`config.mk`:
```
export PLATFORM = sky130hd
export DESIGN_NAME = dual_timer
export DESIGN_NICKNAME = d
export VERILOG_FILES = /design/src/timer_pkg.sv /design/src/pin_sampler.sv /design/src/dual_timer.sv
export VERILOG_INCLUDE_DIRS = /design/src /design/src/src
export SDC_FILE = /design/constraint.sdc
export NUM_CORES = 1
export LEC_CHECK = 0
export BUFFER_PORTS_ARGS = -buffer_cell sky130_fd_sc_hd__buf_4
export CORE_AREA = 2 2 117 119
export DETAILED_ROUTE_END_ITERATION = 7
export DIE_AREA = 0 0 119 121
export PLACE_DENSITY = 0.67
export SLEW_MARGIN = 0
export SYNTH_ARGS = -nofsm -noshare
export SYNTH_HDL_FRONTEND = slang
export SYNTH_HIERARCHICAL = 1
export SYNTH_SLANG_ARGS = --single-unit
```
`constraint.sdc`:
```
create_clock -name hclk -period 2.1 [get_ports hclk]
set_input_delay 0.21 -clock hclk [delete_from_list [all_inputs] [get_ports hclk]]
set_output_delay 0.21 -clock hclk [all_outputs]
set_load 0.02 [all_outputs]
```
`src/timer_cfg.svh`:
```
`ifndef TIMER_CFG_SVH
`define TIMER_CFG_SVH

// register indices; byte address is four times the index
`define TC_IDX_CONTROL      8'h88
`define TC_IDX_MODE         8'h89
`define TC_IDX_LOW_FIRST    8'h8a
`define TC_IDX_LOW_SECOND   8'h8b
`define TC_IDX_HIGH_FIRST   8'h8c
`define TC_IDX_HIGH_SECOND  8'h8d

// timer_control field positions
`define TC_OVF_SECOND       7
`define TC_RUN_SECOND       6
`define TC_OVF_FIRST        5
`define TC_RUN_FIRST        4
`define TC_EDGE_SECOND      3
`define TC_TYPE_SECOND      2
`define TC_EDGE_FIRST       1
`define TC_TYPE_FIRST       0

// timer_mode nibble positions
`define TC_NIB_FIRST        0
`define TC_NIB_SECOND       4

// reset values
`define TC_RST_CONTROL      8'h00
`define TC_RST_MODE         8'h00
`define TC_RST_COUNT        8'h00

// oscillator periods per machine cycle; hclk is the oscillator
`define TC_OSC_PER_MC       12
`define TC_MC_LAST          4'(`TC_OSC_PER_MC - 1)

`endif

```
`src/timer_pkg.sv`:
```
package timer_pkg;

    typedef enum logic [1:0] {
        MODE_PRESCALE = 2'b00,
        MODE_CASCADE  = 2'b01,
        MODE_RELOAD   = 2'b10,
        MODE_SPLIT    = 2'b11
    } tmr_mode_e;

    // one nibble of timer_mode, high to low
    typedef struct packed {
        logic      gate;
        logic      sel;
        tmr_mode_e mode;
    } tmr_cfg_s;

    // next count bytes and the overflow they cause
    typedef struct packed {
        logic       ovf;
        logic [7:0] hi;
        logic [7:0] lo;
    } tmr_cnt_s;

    // captured ahb address phase
    typedef struct packed {
        logic       wr;
        logic       rd;
        logic [9:0] word;
    } ahb_ap_s;

endpackage

```
`src/pin_sampler.sv`:
```
`timescale 1ns/1ps
`default_nettype none

// synchronises a pin and samples it once per machine cycle
module pin_sampler (
    // clock and reset
    input  wire logic hclk,
    input  wire logic hresetn,
    // sample phase enable
    input  wire logic sample_en,
    // pin and results
    input  wire logic pin,
    output logic      level,
    output logic      fall
);

    logic sync1_q;
    logic sync2_q;
    logic smp_q;
    logic fall_q;

    always_ff @(posedge hclk or negedge hresetn) begin
        if (!hresetn) begin
            sync1_q <= 1'b1;
            sync2_q <= 1'b1;
        end else begin
            sync1_q <= pin;
            sync2_q <= sync1_q;
        end
    end

    // high in one sample and low in the next gives one edge
    always_ff @(posedge hclk or negedge hresetn) begin
        if (!hresetn) begin
            smp_q  <= 1'b1;
            fall_q <= 1'b0;
        end else begin
            fall_q <= sample_en & smp_q & ~sync2_q;
            if (sample_en) begin
                smp_q  <= sync2_q;
            end
        end
    end

    assign level = smp_q;
    assign fall  = fall_q;

endmodule

`default_nettype wire

```
`src/dual_timer.sv`:
```
`timescale 1ns/1ps
`default_nettype none

`include "timer_cfg.svh"

// Summary of operation
// - timer function increments once per machine cycle of twelve oscillator periods
// - counter function samples count pin each machine cycle; high then low counts
// - edge recognition takes two machine cycles, so count rate tops at f/24
// - mode 00: high byte counts behind a 5-bit low-byte prescaler, divide by 32
// - mode 01: high and low bytes cascade into one 16-bit counter
// - mode 10: low byte counts and reloads from high byte on overflow
// - first timer mode 11: low byte own controls, high byte under second's run
// - second timer in mode 11 stops and holds its value
// - first timer split: second timer runs but never sets its overflow flag
// - second timer overflow pulses still reach the serial rate generator
// - overflow flag sets on roll to zero, or to reload value in mode 10
// - gate set: count only while run set and interrupt pin high
// - select bit clear uses machine cycles, set uses the timer's count pin
// - timer_mode bits 0-3 first timer, 4-7 second: gate, select, mode
// - overflow flags set by hardware, cleared when their vector is taken
// - run bits in timer_control are written by software to start or stop
// - falling-edge type: edge flag sets on interrupt pin edge, cleared when interrupt processed; low-level type flag follows the pin
// - type bit set selects falling edge, clear selects low level trigger
module dual_timer
    import timer_pkg::*;
(
    // clock and reset
    input  wire logic        hclk,
    input  wire logic        hresetn,
    // ahb-lite slave
    input  wire logic        hsel,
    input  wire logic [31:0] haddr,
    input  wire logic [1:0]  htrans,
    input  wire logic        hwrite,
    input  wire logic [2:0]  hsize,
    input  wire logic [31:0] hwdata,
    input  wire logic        hready,
    output logic             hreadyout,
    output logic             hresp,
    output logic [31:0]      hrdata,
    // external pins
    input  wire logic        count_pin_first,
    input  wire logic        count_pin_second,
    input  wire logic        gate_interrupt_pin_n_first,
    input  wire logic        gate_interrupt_pin_n_second,
    // vector acknowledges from the interrupt controller
    input  wire logic        ack_overflow_first,
    input  wire logic        ack_overflow_second,
    input  wire logic        ack_ext_first,
    input  wire logic        ack_ext_second,
    // request flags and serial rate pulse
    output logic             overflow_flag_first,
    output logic             overflow_flag_second,
    output logic             ext_edge_flag_first,
    output logic             ext_edge_flag_second,
    output logic             overflow_pulse_second
);

    function automatic logic hit(input logic [9:0] word, input logic [7:0] idx);
        hit = (word == {2'b00, idx});
    endfunction

    // one step of a timer in the given mode
    function automatic tmr_cnt_s step(input tmr_mode_e mode, input logic [7:0] hi,
                                      input logic [7:0] lo, input logic tick);
        tmr_cnt_s r;
        r = '{ovf: 1'b0, hi: hi, lo: lo};
        if (tick) begin
            unique case (mode)
                MODE_PRESCALE: begin
                    r.lo[4:0] = lo[4:0] + 5'h01;
                    if (&lo[4:0]) begin
                        r.hi  = hi + 8'h01;
                        r.ovf = &hi;
                    end
                end
                MODE_CASCADE: begin
                    {r.hi, r.lo} = {hi, lo} + 16'h0001;
                    r.ovf        = &{hi, lo};
                end
                MODE_RELOAD: begin
                    r.lo  = (&lo) ? hi : lo + 8'h01;
                    r.ovf = &lo;
                end
                MODE_SPLIT: begin
                    r.lo  = lo + 8'h01;
                    r.ovf = &lo;
                end
            endcase
        end
        return r;
    endfunction

    // machine cycle divider
    logic [3:0] mc_q;
    logic       mc_tick;

    assign mc_tick = (mc_q == `TC_MC_LAST);

    always_ff @(posedge hclk or negedge hresetn) begin
        if (!hresetn) begin
            mc_q <= 4'h0;
        end else begin
            mc_q <= mc_tick ? 4'h0 : mc_q + 4'h1;
        end
    end

    // pin sampling: 0/1 count pins, 2/3 interrupt pins
    logic [3:0] pin_vec;
    logic [3:0] lvl;
    logic [3:0] fall;

    assign pin_vec = {gate_interrupt_pin_n_second, gate_interrupt_pin_n_first,
                      count_pin_second, count_pin_first};

    genvar gi;
    generate
        for (gi = 0; gi < 4; gi++) begin : g_smp
            pin_sampler u_smp (
                .hclk      (hclk),
                .hresetn   (hresetn),
                .sample_en (mc_tick),
                .pin       (pin_vec[gi]),
                .level     (lvl[gi]),
                .fall      (fall[gi])
            );
        end
    endgenerate

    // registers
    logic [7:0] ctl_q;
    logic [7:0] ctl_d;
    logic [7:0] mode_q;
    logic [7:0] lo0_q;
    logic [7:0] hi0_q;
    logic [7:0] lo1_q;
    logic [7:0] hi1_q;
    logic [7:0] lo0_d;
    logic [7:0] hi0_d;
    logic [7:0] lo1_d;
    logic [7:0] hi1_d;
    logic       pulse_q;

    // bus slave
    ahb_ap_s    ap_q;
    logic       rd_done_q;
    logic [31:0] rdata_q;
    logic       ap_take;
    logic [7:0] wdat;
    logic       wr_ctl;
    logic       wr_mode;
    logic       wr_lo0;
    logic       wr_hi0;
    logic       wr_lo1;
    logic       wr_hi1;
    logic [7:0] rd_mux;

    assign ap_take   = hsel & htrans[1] & hready;
    assign hreadyout = ~(ap_q.rd & ~rd_done_q);
    assign hresp     = 1'b0;
    assign hrdata    = rdata_q;
    assign wdat      = hwdata[7:0];
    assign wr_ctl    = ap_q.wr & hit(ap_q.word, `TC_IDX_CONTROL);
    assign wr_mode   = ap_q.wr & hit(ap_q.word, `TC_IDX_MODE);
    assign wr_lo0    = ap_q.wr & hit(ap_q.word, `TC_IDX_LOW_FIRST);
    assign wr_hi0    = ap_q.wr & hit(ap_q.word, `TC_IDX_HIGH_FIRST);
    assign wr_lo1    = ap_q.wr & hit(ap_q.word, `TC_IDX_LOW_SECOND);
    assign wr_hi1    = ap_q.wr & hit(ap_q.word, `TC_IDX_HIGH_SECOND);

    // unmapped words read as zero and ignore writes
    assign rd_mux = hit(ap_q.word, `TC_IDX_CONTROL)     ? ctl_q  :
                    hit(ap_q.word, `TC_IDX_MODE)        ? mode_q :
                    hit(ap_q.word, `TC_IDX_LOW_FIRST)   ? lo0_q  :
                    hit(ap_q.word, `TC_IDX_HIGH_FIRST)  ? hi0_q  :
                    hit(ap_q.word, `TC_IDX_LOW_SECOND)  ? lo1_q  :
                    hit(ap_q.word, `TC_IDX_HIGH_SECOND) ? hi1_q  : 8'h00;

    // reads wait one cycle so a write just before is seen
    always_ff @(posedge hclk or negedge hresetn) begin
        if (!hresetn) begin
            ap_q      <= '0;
            rd_done_q <= 1'b0;
            rdata_q   <= 32'h0000_0000;
        end else if (hreadyout) begin
            ap_q      <= '{wr: ap_take & hwrite, rd: ap_take & ~hwrite, word: haddr[11:2]};
            rd_done_q <= 1'b0;
        end else begin
            rd_done_q <= 1'b1;
            rdata_q   <= {24'h00_0000, rd_mux};
        end
    end

    // timer configuration
    tmr_cfg_s cfg0;
    tmr_cfg_s cfg1;
    logic     run0;
    logic     run1;
    logic     en0;
    logic     en1;
    logic     tick0;
    logic     tick1;
    logic     split0;
    logic     hi0_tick;
    logic     hi0_ovf;
    tmr_cnt_s nx0;
    tmr_cnt_s nx1;
    logic     set_ovf0;
    logic     set_ovf1;

    assign cfg0   = tmr_cfg_s'(mode_q[`TC_NIB_FIRST +: 4]);
    assign cfg1   = tmr_cfg_s'(mode_q[`TC_NIB_SECOND +: 4]);
    assign run0   = ctl_q[`TC_RUN_FIRST];
    assign run1   = ctl_q[`TC_RUN_SECOND];
    assign split0 = (cfg0.mode == MODE_SPLIT);

    // gate pins are active low interrupt inputs, counting while high
    assign en0 = run0 & (~cfg0.gate | lvl[2]);
    assign en1 = run1 & (~cfg1.gate | lvl[3]);

    // edge pulses already land one clock after the sample phase, one per machine cycle
    assign tick0 = en0 & (cfg0.sel ? fall[0] : mc_tick);
    assign tick1 = en1 & (cfg1.sel ? fall[1] : mc_tick)
                 & (cfg1.mode != MODE_SPLIT);

    // split high byte is a plain machine-cycle timer run by the second run bit
    assign hi0_tick = split0 & run1 & mc_tick;
    assign hi0_ovf  = hi0_tick & (&hi0_q);

    assign nx0 = step(cfg0.mode, hi0_q, lo0_q, tick0);
    assign nx1 = step(cfg1.mode, hi1_q, lo1_q, tick1);

    assign set_ovf0 = nx0.ovf;
    assign set_ovf1 = split0 ? hi0_ovf : nx1.ovf;

    // software writes to a count byte win over counting
    assign lo0_d = wr_lo0 ? wdat : nx0.lo;
    assign lo1_d = wr_lo1 ? wdat : nx1.lo;
    assign hi1_d = wr_hi1 ? wdat : nx1.hi;
    assign hi0_d = wr_hi0   ? wdat :
                   hi0_tick ? hi0_q + 8'h01 :
                   split0   ? hi0_q : nx0.hi;

    always_ff @(posedge hclk or negedge hresetn) begin
        if (!hresetn) begin
            lo0_q <= `TC_RST_COUNT;
            hi0_q <= `TC_RST_COUNT;
            lo1_q <= `TC_RST_COUNT;
            hi1_q <= `TC_RST_COUNT;
        end else begin
            lo0_q <= lo0_d;
            hi0_q <= hi0_d;
            lo1_q <= lo1_d;
            hi1_q <= hi1_d;
        end
    end

    // control register: set by hardware wins over any clear
    logic [7:0] ctl_base;

    assign ctl_base = wr_ctl ? wdat : ctl_q;

    always_comb begin
        ctl_d = ctl_base;
        ctl_d[`TC_OVF_FIRST]  = set_ovf0
                              | (ctl_base[`TC_OVF_FIRST] & ~ack_overflow_first);
        ctl_d[`TC_OVF_SECOND] = set_ovf1
                              | (ctl_base[`TC_OVF_SECOND] & ~ack_overflow_second);
        // falling-edge type latches; low-level type follows the pin
        ctl_d[`TC_EDGE_FIRST] = ctl_base[`TC_TYPE_FIRST]
                              ? (fall[2] | (ctl_base[`TC_EDGE_FIRST] & ~ack_ext_first))
                              : ~lvl[2];
        ctl_d[`TC_EDGE_SECOND] = ctl_base[`TC_TYPE_SECOND]
                               ? (fall[3] | (ctl_base[`TC_EDGE_SECOND] & ~ack_ext_second))
                               : ~lvl[3];
    end

    always_ff @(posedge hclk or negedge hresetn) begin
        if (!hresetn) begin
            ctl_q   <= `TC_RST_CONTROL;
            mode_q  <= `TC_RST_MODE;
            pulse_q <= 1'b0;
        end else begin
            ctl_q   <= ctl_d;
            pulse_q <= nx1.ovf;
            if (wr_mode) begin
                mode_q <= wdat;
            end
        end
    end

    assign overflow_flag_first   = ctl_q[`TC_OVF_FIRST];
    assign overflow_flag_second  = ctl_q[`TC_OVF_SECOND];
    assign ext_edge_flag_first   = ctl_q[`TC_EDGE_FIRST];
    assign ext_edge_flag_second  = ctl_q[`TC_EDGE_SECOND];
    assign overflow_pulse_second = pulse_q;

endmodule

`default_nettype wire

```
==> impl_metrics.json, run 1 <==
{
  "hp-class": "in2reg",
  "fp.dieH_microns": 121,
  "endpoint": "hi0_q[2]",
  "path_class": "reg2reg",
  "dr.first_iter.drc_count": 374,
  "power_frac_clock_pct": 25.1,
  "synth-edff-count": 0,
  "grt_usage_pct": 22.14,
  "synthArstFlopShare_pct": 100.0,
  "crit_slowest_cell": "dfrtp_1",
  "cp_cell_sequence": "ha_2, and3b_2, o2111a_2, a21o_1, or3_1, o21ai_1, a31oi_1",
  "gp_congestion": 0.9102,
  "yosysUniqueCellTypes": 67,
  "start_kind": "flip-flop",
  "num-fill-cells": 1176,
  "yosysTopAreaCell": "dfrtp_1",
  "pwr-share-seq_pct": 37.3,
  "wl_per_cell_microns": 17.61,
  "finalHoldViolations": 0,
  "grt_pass1_wl_mm": 24.84,
  "wl_met1_mm": 6.837,
  "coreArea_sq_um": 13090,
  "clockRootBuffer": "clkbuf_16",
  "peakVddDrop_mv": 0.5360,
  "worst_pin_slew_ps": 558.4,
  "via_per_inst": 5.692,
  "clk_pin_slew_worst_paths_ps": 70,
  "wl_met3_microns": 999,
  "ys_warn_count": 6,
  "p_sw_share_pct": 38.05,
  "final_cell_mix": "104 x buf_4, 83 x nand2_1, 78 x dfrtp_1, 42 x a21oi_1, 38 x nor2_1",
  "setup_viol": 0,
  "whs_path_depth": 2,
  "rows": 42,
  "cts_sinks": 90,
  "finClkSkew_ps": 6.093,
  "cp-startpoint": "mc_q[0]",
  "ys.flop_type": "dfrtp_1",
  "die_w_microns": 119,
  "switchingPower_mw": 2.385,
  "fin_hold_ws_ps": 60.52,
  "placed_area_sq_um": 6342,
  "fin_crit_ps": 2046,
  "synth_area_leaders": "dfrtp_1 35%, dfstp_2 5.7%, nand2_1 5.7%",
  "crit_path_end_kind": "flip-flop",
  "pwr-share-comb_pct": 37.6,
  "nets": 801,
  "r2r-end": "hi0_q[2]",
  "wl_mm": 15.58,
  "dieArea_sq_um": 14400,
  "crit_path_max_incr_delay_ps": 380,
  "cts_buffers": 9,
  "ant_nets": 0,
  "clk-insertion-delay-late_ps": 340,
  "slew_headroom_pct": 62.70,
  "required_ps": 2320,
  "layout-drive-gt1-share_pct": 26.09,
  "syn_to_final_growth_pct": 22.33,
  "yosysSeqAreaShare_pct": 40.91,
  "start_util_pct": 42.35,
  "yosysTopAreaCellShare_pct": 35.22,
  "outcome": "complete, no violations",
  "diodes": 0,
  "vias": 5037,
  "place_hpwl_mm": 11.60,
  "ys_ff_latch": 90,
  "cts_tree": "done",
  "top_layer": "met4",
  "fin_area_sq_um": 6779,
  "grt_pass1_vias": 4693,
  "power.internal_mw": 3.884,
  "cp_max_fo": 6,
  "finalPower_mw": 6.269,
  "power.density_nw_per_um2": 924.7,
  "arrival_ps": 2270,
  "worst-r2r-setup-slack_ps": 50,
  "synthCells": 615,
  "drv_cap": 0,
  "syn_area_sq_um": 5542,
  "syn_area_per_cell_sq_um": 9.011,
  "drt_pass1_iterations": 5,
  "final_common_cell": "buf_4",
  "drv_slew": 0,
  "ios": 121,
  "utilization_pct": 51.81,
  "wl_met2_mm": 7.240,
  "antenna_found_initial": 0,
  "htreeDepth": 3,
  "grt_overflow": 0,
  "period_share_pct": 97.41,
  "worst_r2r_path_depth": 7,
  "leakage_nw": 2.988,
  "grt_max_degree": 42,
  "fmax_mhz": 488.8,
  "drc": 0,
  "port_buffers": 45,
  "clockBufferDepth": 2,
  "reg2reg_from": "mc_q[0]"
}
==> critical path, delay by kind of cell (launching register included) <==
family | cells | cell delay, ps
AOI/OAI and AO/OA | 4 | 740
DFF | 1 | 380
adders and majority gates | 1 | 210
and+or+nand+nor | 2 | 590
==> cells in the mapped netlist, types with 12 or more instances <==
cell type,instances
dfrtp_1,78
clkbuf_1,23
dfstp_2,12
nand3_1,25
ha_1,15
nor3_1,16
nor2_1,39
a21oi_1,42
buf_4,26
inv_1,16
o21ai_0,31
mux2_2,18
nand2_1,84
==> state kept, by name, summed over array words and instances (netlist names), 4 cells and up <==
signal               count
g_smp.u_smp/fall         4
ap_q                    12
hi1_q                    8
ctl_q                    8
mc_q                     4
g_smp.u_smp/sync1_q      4
lo0_q                    8
g_smp.u_smp/level        4
mode_q                   8
hi0_q                    8
lo1_q                    8
g_smp.u_smp/sync2_q      4
hrdata                   8
==> power by group through the flow <==
stage / Clock [mW] / Combinational (mW) / Sequential [mW]
2_1_floorplan: 0 / 1.58 / 2.26
3_3_place_gp: 0 / 2.22 / 2.33
3_5_place_dp: 0 / 2.27 / 2.35
4_1_cts: 1.60 / 2.30 / 2.32
5_1_grt: 1.66 / 2.58 / 2.37
6_report: 1.57 / 2.36 / 2.34
==> routing by layer <==
metal,vias up,track usage [%]
li1,2344,-
met1,2432,30.00
met2,223,34.84
met3,38,3.571
met4,0,10.34
met5,-,0
==> kinds of logic after synthesis <==
kind of cell	synth area share [%]
AO/OA/AOI/OAI	18.97
flip-flops	40.91
buffers and inverters	6.886
adder cells (fa/ha/maj)	3.387
multiplexers	6.367
XOR/XNOR	3.161
other	0.06767
AND/OR/NAND/NOR	20.25
==> per-stage QoR <==
step | setup slack [ps] | cells | TNS, ps
after detailed placement | -73.31 | 861 | -126.1
after floorplan | 22.41 | 639 | 0
after CTS | 4.613 | 882 | 0
after global placement | -0.2010 | 861 | -0.2010
after global routing | -1.513 | 885 | -1.513
final | 54.29 | 885 | 0
==> how the worst min path moves through the flow <==
stage               endpoint  startpoint  slack [ps]
global route        ap_q[10]      hwrite          60
global placement     ap_q[6]     hresetn         220
floorplan            ap_q[0]     hresetn         -90
CTS                 ap_q[10]      hwrite          50
finish              ap_q[10]      hwrite          60
detailed placement   ap_q[6]     hresetn         240
==> final cells by class <==
cell class              instances  area (sq um)  share of cell area, %
clock buffers                   9         225.2                  3.322
clock inverters                 7         62.56                 0.9228
inverters                      17         63.81                 0.9413
multi-input cells             475          3069                  45.27
flip-flops and latches         90          2267                  33.44
well taps                     176         220.2                  3.248
repair buffers                111         870.8                  12.85
==> what timing repair did <==
action,in CTS,in global routing
gates cloned,0,0
pin swaps,1,8
hold buffers,5,0
setup buffers,0,3
endpoints found under the hold margin,41,0
resized for setup,3,14
endpoints found under the setup margin,5,18
Note: power is estimated with default switching activity, not from simulation.
==> run 2: changes to the inputs <==
- RECOVER_POWER: unset -> 100
==> run 2 against run 1 <==
Fmax shrank 0.21%. Combinational power shrank 2%. First-iteration DRC count shrank 1.6%. Critical endpoint unchanged. Final cell count is the same. Non-clock buffer count is the same. Utilization shrank 0.94 points. Die area is the same. Worst hold slack lost 1.5 ps. Via count grew 0.16%. Clock power is essentially flat.
==> impl_metrics.json, run 2 (same netlist as run 1, synthesis figures left out) <==
{
  "drt_pass1_iterations": 6,
  "rows": 42,
  "start_util_pct": 42.35,
  "diodes": 0,
  "arrival_ps": 2280,
  "slew_headroom_pct": 33.16,
  "clockRootBuffer": "clkbuf_16",
  "crit_path_max_incr_delay_ps": 390,
  "layout-drive-gt1-share_pct": 22.71,
  "cp_max_fo": 6,
  "placed_area_sq_um": 6342,
  "power.density_nw_per_um2": 937.3,
  "wl_met1_mm": 6.982,
  "final_common_cell": "nand2_1",
  "place_hpwl_mm": 11.60,
  "grt_pass1_wl_mm": 24.84,
  "ios": 121,
  "wl_per_cell_microns": 17.65,
  "cp_cell_sequence": "ha_2, and3b_2, o2111a_2, a21o_1, or3_1, o21ai_1, a31oi_1",
  "peakVddDrop_mv": 0.5325,
  "hp-class": "in2reg",
  "ant_nets": 0,
  "drv_cap": 0,
  "cts_buffers": 9,
  "grt_usage_pct": 22.14,
  "required_ps": 2330,
  "grt_overflow": 0,
  "cts_sinks": 90,
  "fmax_mhz": 487.8,
  "fp.dieH_microns": 121,
  "leakage_nw": 2.895,
  "largest_register": "ap_q",
  "dieArea_sq_um": 14400,
  "clk-insertion-delay-late_ps": 350,
  "fin_crit_ps": 2050,
  "crit_path_end_kind": "flip-flop",
  "crit_slowest_cell": "dfrtp_1",
  "fin_area_sq_um": 6656,
  "grt_pass1_vias": 4693,
  "fin_hold_ws_ps": 59.05,
  "wl_met2_mm": 7.263,
  "period_share_pct": 97.62,
  "syn_to_final_growth_pct": 20.12,
  "coreArea_sq_um": 13090,
  "setup_viol": 0,
  "port_buffers": 45,
  "clk_pin_slew_worst_paths_ps": 70,
  "path_class": "reg2reg",
  "num-fill-cells": 1208,
  "largest_reg_flops": 12,
  "die_w_microns": 119,
  "cts_tree": "done",
  "wl_mm": 15.62,
  "drv_slew": 0,
  "top_layer": "met4",
  "critical-path-top-delay-family": "compound AO/OA/AOI/OAI gates",
  "nets": 801,
  "vias": 5045,
  "clockBufferDepth": 2,
  "finalHoldViolations": 0,
  "wl_met3_microns": 902,
  "gp_congestion": 0.9102,
  "antenna_found_initial": 0,
  "grt_max_degree": 42,
  "dr.first_iter.drc_count": 368,
  "finClkSkew_ps": 6.005,
  "start_kind": "flip-flop",
  "worst-path-buf-inv": 0,
  "drc": 0,
  "outcome": "complete, no violations",
  "worst_pin_slew_ps": 1003,
  "finalPower_mw": 6.239,
  "via_per_inst": 5.701,
  "htreeDepth": 3,
  "final_cell_mix": "83 x nand2_1, 78 x dfrtp_1, 77 x buf_4, 42 x a21oi_1, 38 x nor2_1"
}
==> run 2: changes by cell type in the layout (fill, tap and decap cells not counted) <==
cell	previous run	this run
clkbuf_4	0	7
o21ai_1	6	4
mux2_1	0	4
and4bb_1	0	1
nor3_1	16	17
nor3_2	1	0
buf_4	104	77
and4bb_2	1	0
mux2_4	4	0
clkbuf_1	0	18
o21ai_0	31	33
clkbuf_2	0	4
buf_12	2	0
==> run 2: what timing repair did <==
action	CTS	global route
buffers inserted	0	3
gates resized for setup	3	14
setup endpoints to repair	5	18
pin swaps	1	8
hold buffers	5	0
endpoints found under the hold margin	41	0
==> run 2: per-layer routing <==
layer,GRT usage (%),vias to the layer above
met3,3.571,36
met2,34.84,214
li1,-,2343
met4,10.34,0
met5,0,-
met1,30.00,2452
==> run 2: path summary, 6_finish.rpt <==
| path | to | slack [ps] | start | cells after the start |
|---|---|---|---|---|
| max reg2reg | hi0_q[2] | 50 | mc_q[0] | 7 |
| min | ap_q[6] | 60 | haddr[8] | 3 |
| min in group asynchronous | ap_q[6] | 560 | hresetn | 2 |
| max in group asynchronous | g_smp[1].u_smp/sync1_q | 380 | hresetn | 3 |
| min reg2reg | g_smp[1].u_smp/sync2_q | 360 | g_smp[1].u_smp/sync1_q | 0 |
| max | hi0_q[2] | 50 | mc_q[0] | 7 |
==> run 2: final cells by class <==
type | count | area, sq um | area share, %
inverter | 17 | 63.81 | 0.9586
sequential | 90 | 2267 | 34.06
tap | 176 | 220.2 | 3.308
clock inverter | 7 | 62.56 | 0.9399
multi-input combinational | 475 | 3049 | 45.81
timing repair buffer | 111 | 768.2 | 11.54
clock buffer | 9 | 225.2 | 3.383
==> run 2: worst register-to-register path, stage by stage (launching register included) <==
cell and delay, ps:
dfrtp_1 390, ha_2 210, and3b_2 270, o2111a_2 340, a21o_1 250, or3_1 330
o21ai_1 90, a31oi_1 60
==> run 2: power breakdown <==
| group | leakage, nW | switching [mW] | total, mW | internal [mW] |
|---|---|---|---|---|
| sequential | 1.05 | 0.322 | 2.34 | 2.02 |
| combinational | 1.71 | 1.31 | 2.32 | 1.00 |
| clock | 0.141 | 0.757 | 1.58 | 0.826 |
==> run 2: per-stage QoR <==
stage | TNS (ps) | worst slack [ps] | utilization (%) | cells
global placement | -0.2010 | -0.2010 | 48.47 | 861
floorplan | 0 | 22.41 | - | 639
CTS | 0 | 4.613 | 51.19 | 882
finish | 0 | 50.02 | 50.87 | 885
global route | -1.799 | -1.513 | 50.87 | 885
detailed placement | -126.1 | -73.31 | 48.47 | 861
==> run 3: changes to the inputs <==
- HOLD_SLACK_MARGIN: unset -> 0.12
==> run 3 against run 2 <==
Combinational power hardly changed. Count of clock-buffer cells in the layout stayed put. Cell area is 2.0% higher. Worst setup slack worse by 1.9 ps. Sequential cell count stayed put. Sequential share of layout area is 0.65 points lower. Clock power hardly changed. Largest power group unchanged.
==> impl_metrics.json, run 3 (same netlist as run 1, synthesis figures left out) <==
{
  "largest_register": "ap_q",
  "finClkSkew_ps": 5.189,
  "drv_slew": 0,
  "via_per_inst": 5.648,
  "final_common_cell": "nand2_1",
  "worst-r2r-setup-slack_ps": 50,
  "hp-class": "in2reg",
  "fin_ws_ps": 48.10,
  "grt_max_degree": 42,
  "endpoint": "hi0_q[2]",
  "power_frac_clock_pct": 25.2,
  "outcome": "complete, no violations",
  "setup-tns-final_ps": 0,
  "layout-drive-gt1-share_pct": 22.30,
  "period_share_pct": 97.71,
  "drt_pass1_iterations": 7,
  "worst_pin_slew_ps": 1014,
  "ios": 121,
  "clk_pin_slew_worst_paths_ps": 70,
  "pwr-share-comb_pct": 37.4,
  "port_buffers": 45,
  "p_sw_share_pct": 38.21,
  "wl_per_cell_microns": 17.61,
  "path_class": "reg2reg",
  "dr.first_iter.drc_count": 413,
  "clk-insertion-delay-late_ps": 340,
  "drv_cap": 0,
  "fp.dieH_microns": 121,
  "antenna_found_initial": 0,
  "place_hpwl_mm": 11.60,
  "cts_tree": "done",
  "grt_pass1_wl_mm": 25.14,
  "worst_r2r_path_depth": 7,
  "largest_reg_flops": 12,
  "final_cell_mix": "83 x nand2_1, 78 x dfrtp_1, 77 x buf_4, 42 x a21oi_1, 38 x nor2_1",
  "peakVddDrop_mv": 0.5609,
  "required_ps": 2320,
  "syn_to_final_growth_pct": 22.47,
  "pwr-share-seq_pct": 37.4,
  "vias": 5072,
  "switchingPower_mw": 2.388,
  "rows": 42,
  "gp_congestion": 0.9102,
  "ant_nets": 0,
  "diodes": 0,
  "setup_viol": 0,
  "power.internal_mw": 3.862,
  "leakage_nw": 2.949,
  "htreeDepth": 3,
  "grt_overflow": 0,
  "fin_crit_ps": 2052,
  "grt_usage_pct": 22.41,
  "dieArea_sq_um": 14400,
  "cts_sinks": 90,
  "arrival_ps": 2280,
  "cp-startpoint": "mc_q[0]",
  "fmax_mhz": 487.4,
  "cp_max_fo": 6,
  "nets": 814,
  "die_w_microns": 119,
  "reg2reg_from": "mc_q[0]",
  "drc": 0,
  "coreArea_sq_um": 13090,
  "clockBufferDepth": 2,
  "wl_mm": 15.81,
  "slew_headroom_pct": 32.43,
  "cts_buffers": 9,
  "clockRootBuffer": "clkbuf_16",
  "start_kind": "flip-flop",
  "power.density_nw_per_um2": 920.9,
  "crit_path_end_kind": "flip-flop",
  "preCtsSetupSlack_ps": -73.31,
  "r2r-end": "hi0_q[2]",
  "start_util_pct": 42.35,
  "grt_pass1_vias": 4743,
  "finalHoldViolations": 0
}
## run 3: cell count changes in the layout (fill, tap and decap cells not counted)
cell	change
dlygate4sd3_1	+13
## run 3: layout make-up
| type | count | area (sq um) |
|---|---|---|
| flip-flops and latches | 90 | 2267 |
| fillers | 1187 | 6299 |
| clock inverters | 7 | 62.56 |
| clock buffers | 9 | 225.2 |
| repair buffers | 124 | 898.4 |
| multi-input cells | 475 | 3049 |
| well taps | 176 | 220.2 |
| inverters | 17 | 63.81 |
## run 3: worst min-delay path by stage
stage | startpoint | endpoint | slack, ps | depth (start not counted)
floorplan | hresetn | ap_q[0] | -90 | 0
global placement | hresetn | ap_q[6] | 220 | 1
detailed placement | hresetn | ap_q[6] | 240 | 1
CTS | htrans[1] | ap_q[10] | 150 | 3
global route | hwdata[1] | lo0_q[1] | 170 | 3
finish | htrans[1] | ap_q[10] | 150 | 3
## run 3: timing repair
item                                    4_1_cts  5_1_grt
hold buffers                                 18        0
endpoints found under the setup margin        5       18
buffers inserted                              0        3
pin swaps                                     1        8
gates resized for setup                       3       14
hold endpoints to repair                     54        0
## run 3: routing by layer
metal	routed length [microns]	up-vias	global-route usage, %
li1	-	2371	-
met1	6962	2448	30.27
met2	7314	214	35.20
met3	997	39	3.759
met4	538	0	10.57
met5	0	-	0
## run 3: metrics by stage
stage                     hold WS (ps)  util (%)  instances  power (mW)  instance area, sq um
after global placement           223.3     48.47        861       4.558                  6342
after CTS                        145.3     52.18        895       6.237                  6828
after floorplan                 -85.59         -        639       3.839                  5644
after global routing             174.1     51.86        898       6.594                  6787
after detailed placement         235.1     48.47        861       4.617                  6342
final                            149.6     51.86        898       6.250                  6787
## run 3: worst max-delay path, cell delays in order, from the launching register on
cell	delay, ps
dfrtp_1	390
ha_2	210
and3b_2	270
o2111a_2	340
a21o_1	250
or3_1	330
o21ai_1	90
a31oi_1	60
## run 3: power by group through the flow
stage                     sequential [mW]  combinational [mW]  clock, mW
final                                2.34                2.34       1.58
after global routing                 2.37                2.56       1.66
after CTS                            2.32                2.32       1.60
after global placement               2.33                2.22          0
after floorplan                      2.26                1.58          0
after detailed placement             2.35                2.27          0
